===== src/hw/pbd_pkg.sv =====
// Purpose: constants for the peripheral base decode block
// Assumes: 32-bit internal address, control space selects the base registers
// Notes:   bit positions follow the base register layouts
package pbd_pkg;
    localparam int          ADDR_W         = 32;
    localparam logic [11:0] CTL_PRIMARY    = 12'hC0F;  // control space of primary base
    localparam logic [11:0] CTL_SECONDARY  = 12'hC0E;  // control space of secondary base
    localparam int          PRI_BA_HI      = 31;
    localparam int          PRI_BA_LO      = 12;
    localparam int          PRI_WP_BIT     = 8;
    localparam int          PRI_AM_BIT     = 6;
    localparam int          PRI_CI_BIT     = 5;
    localparam int          PRI_SC_BIT     = 4;
    localparam int          PRI_SD_BIT     = 3;
    localparam int          PRI_UC_BIT     = 2;
    localparam int          PRI_UD_BIT     = 1;
    localparam int          VALID_BIT      = 0;
    localparam int          SEC_BA_HI      = 31;
    localparam int          SEC_BA_LO      = 30;
    localparam int          SEC_LS_HI      = 7;
    localparam int          SEC_LS_LO      = 1;
    localparam int          LEVELS         = 7;
    localparam logic [31:0] PRI_WR_MASK    = 32'hFFFF_F17F;  // implemented bits of primary
    localparam logic [31:0] SEC_WR_MASK    = 32'hC000_00FF;  // implemented bits of secondary
    localparam logic [31:0] ZERO_WORD      = 32'h0000_0000;
    localparam logic [2:0]  LVL_NONE       = 3'h0;
    // access space presented with each cycle
    typedef enum logic [2:0] {
        PBD_SP_USER_DATA  = 3'b001,
        PBD_SP_USER_CODE  = 3'b010,
        PBD_SP_SUPER_DATA = 3'b101,
        PBD_SP_SUPER_CODE = 3'b110,
        PBD_SP_CPU        = 3'b111
    } pbd_space_e;
endpackage


===== src/hw/pbd_attr_check.sv =====
// Purpose: attribute mask check for the primary window
// Assumes: space and master attributes are stable with the address
// Notes:   pure combinational, one instance in the decoder
`timescale 1ns/1ps
module pbd_attr_check (
    input  wire pbd_pkg::pbd_space_e space_i,
    input  wire logic                alt_master_i,
    input  wire logic                write_i,
    input  wire logic                wp_i,
    input  wire logic                alt_master_mask_i,
    input  wire logic                cpu_space_mask_i,
    input  wire logic                super_code_mask_i,
    input  wire logic                super_data_mask_i,
    input  wire logic                user_code_mask_i,
    input  wire logic                user_data_mask_i,
    output wire logic                blocked_o
);
    import pbd_pkg::*;
    wire logic sc_hit;
    wire logic sd_hit;
    wire logic uc_hit;
    wire logic ud_hit;
    wire logic space_blk;
    wire logic ci_blk;
    wire logic am_blk;
    wire logic wp_blk;
    // per-space masks
    assign sc_hit    = (space_i == PBD_SP_SUPER_CODE) && super_code_mask_i;
    assign sd_hit    = (space_i == PBD_SP_SUPER_DATA) && super_data_mask_i;
    assign uc_hit    = (space_i == PBD_SP_USER_CODE)  && user_code_mask_i;
    assign ud_hit    = (space_i == PBD_SP_USER_DATA)  && user_data_mask_i;
    // alternate master with its mask clear skips the space masks
    assign space_blk = (sc_hit | sd_hit | uc_hit | ud_hit) & ~alt_master_i;
    assign ci_blk    = (space_i == PBD_SP_CPU) && cpu_space_mask_i;
    assign am_blk    = alt_master_i && alt_master_mask_i;
    assign wp_blk    = write_i && wp_i;
    assign blocked_o = space_blk | ci_blk | am_blk | wp_blk;
endmodule


===== src/hw/pbd_decode.sv =====
// Purpose: relocatable base decode for the two peripheral windows
// Assumes: control writes come from a supervisor move-to-control cycle
// Notes:   base registers read back only on the debug port
`timescale 1ns/1ps
module pbd_decode #(
    parameter int PRI_WIN_BITS = 12
) (
    input  wire logic                       mclk_i,
    input  wire logic                       rst_i,
    // control space write port
    input  wire logic                       ctl_wr_i,
    input  wire logic [11:0]                ctl_sel_i,
    input  wire logic [31:0]                ctl_wdata_i,
    // debug readback
    input  wire logic                       dbg_rd_i,
    input  wire logic                       dbg_sel_sec_i,
    output wire logic [31:0]                dbg_rdata_o,
    // access under decode
    input  wire logic [pbd_pkg::ADDR_W-1:0] addr_i,
    input  wire pbd_pkg::pbd_space_e        space_i,
    input  wire logic                       write_i,
    input  wire logic                       alt_master_i,
    input  wire logic                       sram_hit_i,
    output wire logic                       sram_sel_o,
    output wire logic                       pri_sel_o,
    output wire logic                       sec_sel_o,
    output wire logic                       ext_sel_o,
    // interrupt arbitration
    input  wire logic [2:0]                 pri_level_i,
    input  wire logic [2:0]                 sec_level_i,
    output wire logic                       sec_wins_o
);
    import pbd_pkg::*;

    // limitations worth knowing before integration:
    // - the base registers have no software read path; only the debug
    //   port sees them, so firmware must keep its own copy
    // - unimplemented bits are dropped on write and read back as zero
    // - a new base takes effect on the cycle after the control write, so
    //   an access issued in the same cycle still decodes the old base
    // - selects are combinational from address and attributes; the core
    //   must hold them stable for the whole decode cycle
    // - only the valid and level bits matter at reset, but every bit is cleared so
    //   that a debug read after reset never shows unknown values

    // elaboration check: window at least 4 KB and no coarser than the secondary grain
    if (PRI_WIN_BITS < PRI_BA_LO || PRI_WIN_BITS > SEC_BA_LO) begin : g_bad_win
        $error("PRI_WIN_BITS out of range");
    end
    // the level inputs are three bits wide, so only levels 1 to 7 exist
    if (LEVELS != 7) begin : g_bad_levels
        $error("level count must match the three-bit level inputs");
    end

    ////////////////////////////////////////////////////////////////////////////
    // base registers
    // both registers are write-only from the core; a write to any other
    // control space number is ignored here and left to its own owner
    logic [31:0]       pri_q;
    logic [31:0]       pri_d;
    logic [31:0]       sec_q;
    logic [31:0]       sec_d;
    logic [31:0]       dbg_q;
    logic [31:0]       dbg_d;
    wire  logic        wr_pri;
    wire  logic        wr_sec;
    wire  logic [31:0] pri_kept;
    wire  logic [31:0] sec_kept;

    // strip bits that have no storage so readback never shows noise
    assign pri_kept = ctl_wdata_i & PRI_WR_MASK;
    assign sec_kept = ctl_wdata_i & SEC_WR_MASK;
    assign wr_pri   = ctl_wr_i && (ctl_sel_i == CTL_PRIMARY);
    assign wr_sec   = ctl_wr_i && (ctl_sel_i == CTL_SECONDARY);
    assign pri_d    = wr_pri ? pri_kept : pri_q;
    assign sec_d    = wr_sec ? sec_kept : sec_q;
    // debug picks one register and holds it until the next debug read
    assign dbg_d    = dbg_rd_i ? (dbg_sel_sec_i ? sec_q : pri_q) : dbg_q;

    // reset clears both registers whole, valid and level bits included
    always_ff @(posedge mclk_i) begin
        if (rst_i) begin
            pri_q <= ZERO_WORD;
            sec_q <= ZERO_WORD;
        end else begin
            pri_q <= pri_d;
            sec_q <= sec_d;
        end
    end

    // debug readback is registered, one cycle after the read strobe
    always_ff @(posedge mclk_i) begin
        if (rst_i) begin
            dbg_q <= ZERO_WORD;
        end else begin
            dbg_q <= dbg_d;
        end
    end
    assign dbg_rdata_o = dbg_q;

    ////////////////////////////////////////////////////////////////////////////
    // window matching
    // the primary compare grain is a parameter so a larger window can be
    // carved without touching the register layout; the base field keeps
    // its bit positions and the low base bits simply go unused
    wire logic pri_valid;
    wire logic sec_valid;
    wire logic pri_addr_hit;
    wire logic sec_field_hit;
    wire logic sec_addr_hit;
    wire logic attr_blk;

    // upper-field compare shared by both windows; lo sets the grain
    function automatic logic field_match(input logic [31:0] a,
                                         input logic [31:0] b,
                                         input int          lo);
        logic [31:0] keep;
        keep = ZERO_WORD;
        for (int k = 0; k < ADDR_W; k++) begin
            keep[k] = (k >= lo);
        end
        return ((a ^ b) & keep) == ZERO_WORD;
    endfunction

    assign pri_valid     = pri_q[VALID_BIT];
    assign sec_valid     = sec_q[VALID_BIT];
    // window may be widened above 4 KB by the parameter
    assign pri_addr_hit  = field_match(addr_i, pri_q, PRI_WIN_BITS);
    // two-bit compare gives 1024 MB granularity
    assign sec_field_hit = field_match(addr_i, sec_q, SEC_BA_LO);
    // an invalid secondary base must not shadow anything below it
    assign sec_addr_hit  = sec_valid && sec_field_hit;

    pbd_attr_check u_attr (
        .space_i           (space_i),
        .alt_master_i      (alt_master_i),
        .write_i           (write_i),
        .wp_i              (pri_q[PRI_WP_BIT]),
        .alt_master_mask_i (pri_q[PRI_AM_BIT]),
        .cpu_space_mask_i  (pri_q[PRI_CI_BIT]),
        .super_code_mask_i (pri_q[PRI_SC_BIT]),
        .super_data_mask_i (pri_q[PRI_SD_BIT]),
        .user_code_mask_i  (pri_q[PRI_UC_BIT]),
        .user_data_mask_i  (pri_q[PRI_UD_BIT]),
        .blocked_o         (attr_blk)
    );

    ////////////////////////////////////////////////////////////////////////////
    // priority chain: sram, secondary, primary, external
    // each stage sees only what the stages above it left over, so at most
    // one select is high; a secondary base that overlaps the primary one
    // wins, since the whole 1024 MB region belongs to it
    wire logic left_after_sram;
    wire logic left_after_sec;
    wire logic pri_take;

    assign left_after_sram = ~sram_hit_i;
    assign left_after_sec  = left_after_sram && ~sec_addr_hit;
    // a masked attribute is a plain miss, never an error response
    assign pri_take        = pri_valid && pri_addr_hit && ~attr_blk;

    assign sram_sel_o = sram_hit_i;
    assign sec_sel_o  = left_after_sram && sec_addr_hit;
    assign pri_sel_o  = left_after_sec && pri_take;
    assign ext_sel_o  = left_after_sec && ~pri_take;

    ////////////////////////////////////////////////////////////////////////////
    // interrupt level tie-break
    // level zero means nothing pending, so it never counts as a tie;
    // outside a tie the level bits are not consulted and the higher level
    // wins, which keeps the arbitration predictable for software
    wire logic [LEVELS:1] lvl_sel;
    wire logic [LEVELS:1] tie_at;
    wire logic            same_lvl;

    assign lvl_sel  = sec_q[SEC_LS_HI:SEC_LS_LO];
    assign same_lvl = (pri_level_i == sec_level_i) && (pri_level_i != LVL_NONE);
    // one-hot tie vector so no index reaches outside the level bits
    for (genvar g = 1; g <= LEVELS; g++) begin : g_tie
        assign tie_at[g] = same_lvl && (pri_level_i == 3'(g));
    end
    assign sec_wins_o = same_lvl ? |(tie_at & lvl_sel) :
                        (sec_level_i > pri_level_i);
endmodule


===== config.mk =====
export PLATFORM = sky130hd
export DESIGN_NAME = pbd_decode
export DESIGN_NICKNAME = d
export VERILOG_FILES = /design/src/hw/pbd_pkg.sv /design/src/hw/pbd_attr_check.sv /design/src/hw/pbd_decode.sv
export SDC_FILE = /design/constraint.sdc
export NUM_CORES = 1
export LEC_CHECK = 0
export BUFFER_PORTS_ARGS = -buffer_cell sky130_fd_sc_hd__buf_2
export CORE_MARGIN = 1.5
export CORE_UTILIZATION = 51
export CTS_CLUSTER_SIZE = 10
export DETAILED_ROUTE_END_ITERATION = 8
export GPL_TIMING_DRIVEN = 0
export PLACE_DENSITY = 0.91
export SLEW_MARGIN = 20
export SYNTH_ARGS = -nofsm -noshare
export SYNTH_HDL_FRONTEND = slang
export SYNTH_SLANG_ARGS = --single-unit
export TNS_END_PERCENT = 50

===== constraint.sdc =====
create_clock -name mclk_i -period 4.15 [get_ports mclk_i]
set_input_delay 0.83 -clock mclk_i [delete_from_list [all_inputs] [get_ports mclk_i]]
set_output_delay 0.83 -clock mclk_i [all_outputs]
set_load 0.1 [all_outputs]

Yosys cells after proc, flatten, opt, wreduce, memory -nomap -nowiden

Index checks and enable logic that the tools add are counted.

Shift-type cells: 0
Reduce and logical (&&, ||, !) cells: 28
Multipliers: 0
Divide/modulo/power cells: 0
Muxes and demuxes: 2
$add $sub $neg: 0
Bitwise gates (word level): 15
$lt $le $gt $ge: 1
Equality and inequality tests: 15

Operator list:

| operator               | count |
|---|---|
| $logic_not A32 Y1      | 2 |
| $xor A32 B32 Y32       | 2 |
| $mux W32               | 1 |
| $eq A12 B12 Y1 const B | 2 |
| $logic_and A1 B1 Y1    | 24 |
| $eq A3 B3 Y1 const B   | 7 |
| $eq A3 B2 Y1 const B   | 3 |
| $and A7 B7 Y7          | 1 |
| $reduce_or A7 Y1       | 1 |
| $eq A3 B1 Y1 const B   | 2 |
| $or A1 B1 Y1           | 6 |
| $not A1 Y1             | 5 |
| $eq A3 B3 Y1           | 1 |
| $gt A3 B3 Y1           | 1 |
| $reduce_bool A3 Y1     | 1 |
| $and A1 B1 Y1          | 1 |
| $mux W1                | 1 |

Memory bits (writable): 0
Latch bits: 0
Input bits: 93
Output and inout bits: 37
Memories kept: 0
Word-level logic and storage cells: 64
Register bits: 70
Bits in read-only memories: 0

Longest topological paths before layout

Word-level depth: 13
Depth in mapped cells: 6
Depth with buffers taken out: 6

Cells and area by module

Synthesis repeated with hierarchy kept, for this count alone.

Cell total of the unflattened synthesis: 317
Area, all modules: 3106.7 µm²

Modules (own cells, without submodules):

| module         | instances | cells each | area each (µm²) |
|---|---|---|---|
| pbd_decode     | 1         | 309        | 3045.4 |
| pbd_attr_check | 1         | 8          | 61.3 |

Worst setup path before layout

Ideal clock, no wire load.

Path type: input port to output port
Start: input alt_master_i
End: output pri_sel_o
Path slack: -1407 ps
Arrival: 4727 ps
Stages on the path: 4
Path through: a22oi_1 nand2_1 or4_1 nor4b_1

Word-level cells in the longest chain between the ends: 8
Elaborated cells on any way between the ends: 9
Those cells by class: bitwise: 6; reduce/logical: 3

RTL lines:

| item                          | line                 | source |
|---|---|---|
| start: declaration            | pbd_decode.sv:22     | `input wire logic alt_master_i,` |
| $not A1 Y1                    | pbd_attr_check.sv:33 | `assign space_blk = (sc_hit \| sd_hit \| uc_hit \| ud_hit) & ~alt_master_i;` |
| $and A1 B1 Y1                 | pbd_attr_check.sv:33 |  |
| $or A1 B1 Y1                  | pbd_attr_check.sv:37 | `assign blocked_o = space_blk \| ci_blk \| am_blk \| wp_blk;` |
| $or A1 B1 Y1 (*) (2 in a row) | pbd_attr_check.sv:37 |  |
| $not A1 Y1 (*)                | pbd_decode.sv:160    | `assign pri_take = pri_valid && pri_addr_hit && ~attr_blk;` |
| $logic_and A1 B1 Y1 (*)       | pbd_decode.sv:160    |  |
| $logic_and A1 B1 Y1 (*)       | pbd_decode.sv:164    | `assign pri_sel_o = left_after_sec && pri_take;` |
| end: declaration              | pbd_decode.sv:25     | `output wire logic pri_sel_o,` |

Mark *: on every way between the ends. The rest lies on a longest branch, timed or not.

Worst setup path in the final report

Same ends and word-level chain as after synthesis.

==> results.ini <==
[outcome]
outcome = complete, no violations

[worst_setup_path]
cp-startpoint = alt_master_i
worst-endpoint-arrival_ns = 2.55
r2r_end = dbg_rdata_o[3]$_SDFFE_PP0P_
r2r_cells = 2
crit_path_frequent_cell = buf_2
cp_top_family = simple AND/OR/NAND/NOR gates
crit_buf_inv = 2
cp_data_required_time_ns = 3.32
critPathMaxStageDelay_ns = 0.60
critPathSlowestCell = or4_1
rrSetupSlack_ns = 3.27
path_class = input port to primary output
path_cells = buf_2, a22oi_1, nand2_1, or4_1, nor4b_4, buf_2
cp-end-kind = primary output
regToRegStartpoint = sec_q[3]$_SDFFE_PP0P_
worstSetupStartpointType = input port
crit_cells = 6
crit_path_max_fanout = 2

[clocking]
cts_buffers = 9
clock-sinks = 67
clockBufferDepth = 2
post_cts_resized = 0
cts_max_level = 3
clk_latency_ns = 0.33
clk_pin_slew_ns = 0.06
hold_buffers = 0
clockRootBuffer = clkbuf_8
cts_tree = yes
postCtsSetupRepairBufs = 0

[floorplan]
pin_count = 130
core_area_um2 = 5851
die-area_um2 = 6479
die_w_um = 80.50
dieHeight_um = 80.50
rows = 28
initial_core_util_pct = 52.35

[hold_path]
hold_depth = 2
min_to = dbg_rdata_o[26]$_SDFFE_PP0P_
min_from = dbg_rdata_o[26]$_SDFFE_PP0P_
hp-class = flop to flop

[routing]
detail-route-antenna-nets = 0
routedWlPerCell_um = 15.01
drc = 0
drtIter0Drc = 115
vias = 2757
routed_wl_um = 7806
via_per_inst = 5.302
first_pass_iters = 4

[timing]
fmax_mhz = 296.0
slew_viol_final = 0
hold_viol = 0
finClkSkew_ns = 0.005481
rsz0062_at_grt = false
period_share_pct = 81.42
maxSlewHeadroom_pct = 53.76
tightestPinTransition_ns = 0.6935
setup_violations = 0
tns_ns = 0
period_needed_ns = 3.379

[placed_design]
hpwl_um = 5928
port_buffers = 108
gp_congestion = 0.8594

[logic_synthesis]
ys_ff_latch = 67
synthAdderAreaFrac_pct = 1.225
netlist-cell-type-count = 37
synth_cells = 319
synth_compound_area_share_pct = 8.047
ys_warn_count = 0
synth-simple-area-share_pct = 19.40
ys_seq_area_share_pct = 43.79
synthMuxAreaShare_pct = 16.42
synth_top_family_by_area = simple AND/OR/NAND/NOR gates
syn_area_per_cell_um2 = 9.602
yosys.area_share.xor_xnor_pct = 6.291
synth_area_um2 = 3063

[grt]
grt_antenna_before_repair = 0
grt_start_max_net_pins = 11
track_usage_pct = 25.17
grt_pass1_wl_um = 12160
grt_overflow = 0
first_global_vias = 2624

[finish]
synthToLayoutAreaGrowth_pct = 27.57
fin_util_pct = 66.79
diodes = 0
drive_gt1_share_pct = 29.44
finalNetCount = 536

[power_and_ir_drop]
sw_frac_of_total_pct = 25.80
p_per_area_nw_per_um2 = 344.7
p_seq_share_pct = 48.2
p_leak_nw = 1.887
switchingPower_w = 0.0003475
clkPwrFrac_pct = 38.8
comb_power_share_pct = 13.0
ir_drop_v = 0.0002130
p_int_w = 0.0009994

[run]
maxCapViolCount = 0

==> metal layers <==
layer	track usage, %	routed length (um)	vias up
met3	7.045	616	9
met5	0	0	-
met2	44.96	3918	118
met1	28.63	3182	1285
li1	-	-	1345
met4	8.276	88	0
==> worst max-delay path by stage <==
| stage | endpoint | slack, ns |
|---|---|---|
| floorplan | sec_wins_o | 0.40 |
| global placement | pri_sel_o | 0.80 |
| detailed placement | pri_sel_o | 0.79 |
| CTS | pri_sel_o | 0.75 |
| global route | pri_sel_o | 0.70 |
| finish | pri_sel_o | 0.77 |
==> flip-flops by register name, indices dropped and copies added, names as in the netlist <==
register / flops
dbg_rdata_o: 29
sec_q: 10
pri_q: 28
==> cells in the mapped netlist <==
master | n | area share (%)
dfxtp_1 | 67 | 44
mux2i_1 | 48 | 16
nor2_1 | 48 | 5.9
a21oi_1 | 23 | 3.8
nand2b_1 | 21 | 4.3
nand3b_1 | 19 | 4.7
xor2_1 | 17 | 4.9
clkbuf_1 | 13 | 1.6
a211oi_1 | 10 | 2.5
xnor2_1 | 5 | 1.4
buf_4 | 4 | 0.98
inv_1 | 4 | 0.49
nor4_1 | 4 | 0.82
buf_1 | 3 | 0.37
buf_6 | 3 | 1.1
ha_1 | 3 | 1.2
nand2_1 | 3 | 0.37
nand4_1 | 3 | 0.61
nand3_1 | 2 | 0.33
nor2b_1 | 2 | 0.41
a21o_1 | 1 | 0.25
a221oi_1 | 1 | 0.29
a22oi_1 | 1 | 0.25
a311oi_1 | 1 | 0.29
a31oi_1 | 1 | 0.20
a41oi_1 | 1 | 0.29
buf_2 | 1 | 0.16
conb_1 | 1 | 0.12
mux4_2 | 1 | 0.74
nand4b_1 | 1 | 0.29
nand4bb_1 | 1 | 0.37
nor3_1 | 1 | 0.16
nor4b_1 | 1 | 0.29
o31a_1 | 1 | 0.29
or4_1 | 1 | 0.25
or4_4 | 1 | 0.37
or4b_1 | 1 | 0.33
==> through the flow <==
step                      area [um^2]  total power [W]  hold slack (ns)  setup slack, ns  std cells
after floorplan                  3085        0.0007771           0.4728           0.3992        321
after global placement           3720        0.0008363           0.4524           0.7962        504
after detailed placement         3720        0.0008389           0.4560           0.7921        504
after CTS                        3908         0.001355           0.4675           0.7516        520
after global routing             3908         0.001397           0.4837           0.6977        520
final                            3908         0.001347           0.4678           0.7713        520
==> worst min-delay path: cells and delay by family (launching register included) <==
family | cells | cell delay (ns)
compound gates | 1 | 0.05
simple gates | 1 | 0.06
flops | 1 | 0.31
==> cell type report <==
type                    instances  area (um^2)
inverters                       4        15.01
multi-input cells             226         1600
repair buffers                108        540.5
flip-flops and latches         67         1341
well taps                      75        93.84
clock inverters                 2        35.03
clock buffers                  14        152.6
fillers                       466         1943
plain buffers                  24        128.9
==> kinds of logic after synthesis <==
kind of cell	after synthesis
and+or+nand+nor	109
DFF	67
muxes	49
AOI/OAI and AO/OA	40
buffers and inverters	28
xor gates and xnor gates	22
adders and majority gates	3
other	1
==> power by group through the flow <==
stage                     registers, W  clock network (W)  logic [W]
final                         0.000649           0.000522   0.000175
after detailed placement      0.000664                  0   0.000175
after CTS                     0.000649           0.000531   0.000175
after global placement        0.000664                  0   0.000173
after floorplan               0.000694                  0  0.0000833
after global routing          0.000649           0.000561   0.000186
==> layout by cell type, fill, tap and decap left out <==
cell,instances
buf_2,109
dfxtp_1,67
nor2_1,48
mux2i_1,48
a21oi_1,23
nand2b_1,21
nand3b_1,19
xor2_1,17
clkbuf_1,17
a211oi_1,10
clkbuf_8,10
xnor2_1,5
inv_1,4
nor4_1,4
buf_4,4
nand2_1,3
nand4_1,3
buf_1,3
buf_6,3
ha_1,3
conb_1,3
nand3_1,2
nor2b_1,2
a221oi_1,1
a311oi_1,1
a22oi_1,1
or4_1,1
nor3_1,1
a31oi_1,1
nor4b_4,1
o31a_1,1
mux4_2,1
a21o_1,1
a41oi_1,1
or4b_1,1
nand4b_1,1
nand4bb_1,1
or4_4,1
bufinv_16,1
clkinv_2,1
Power figures use the tool's default switching activity.
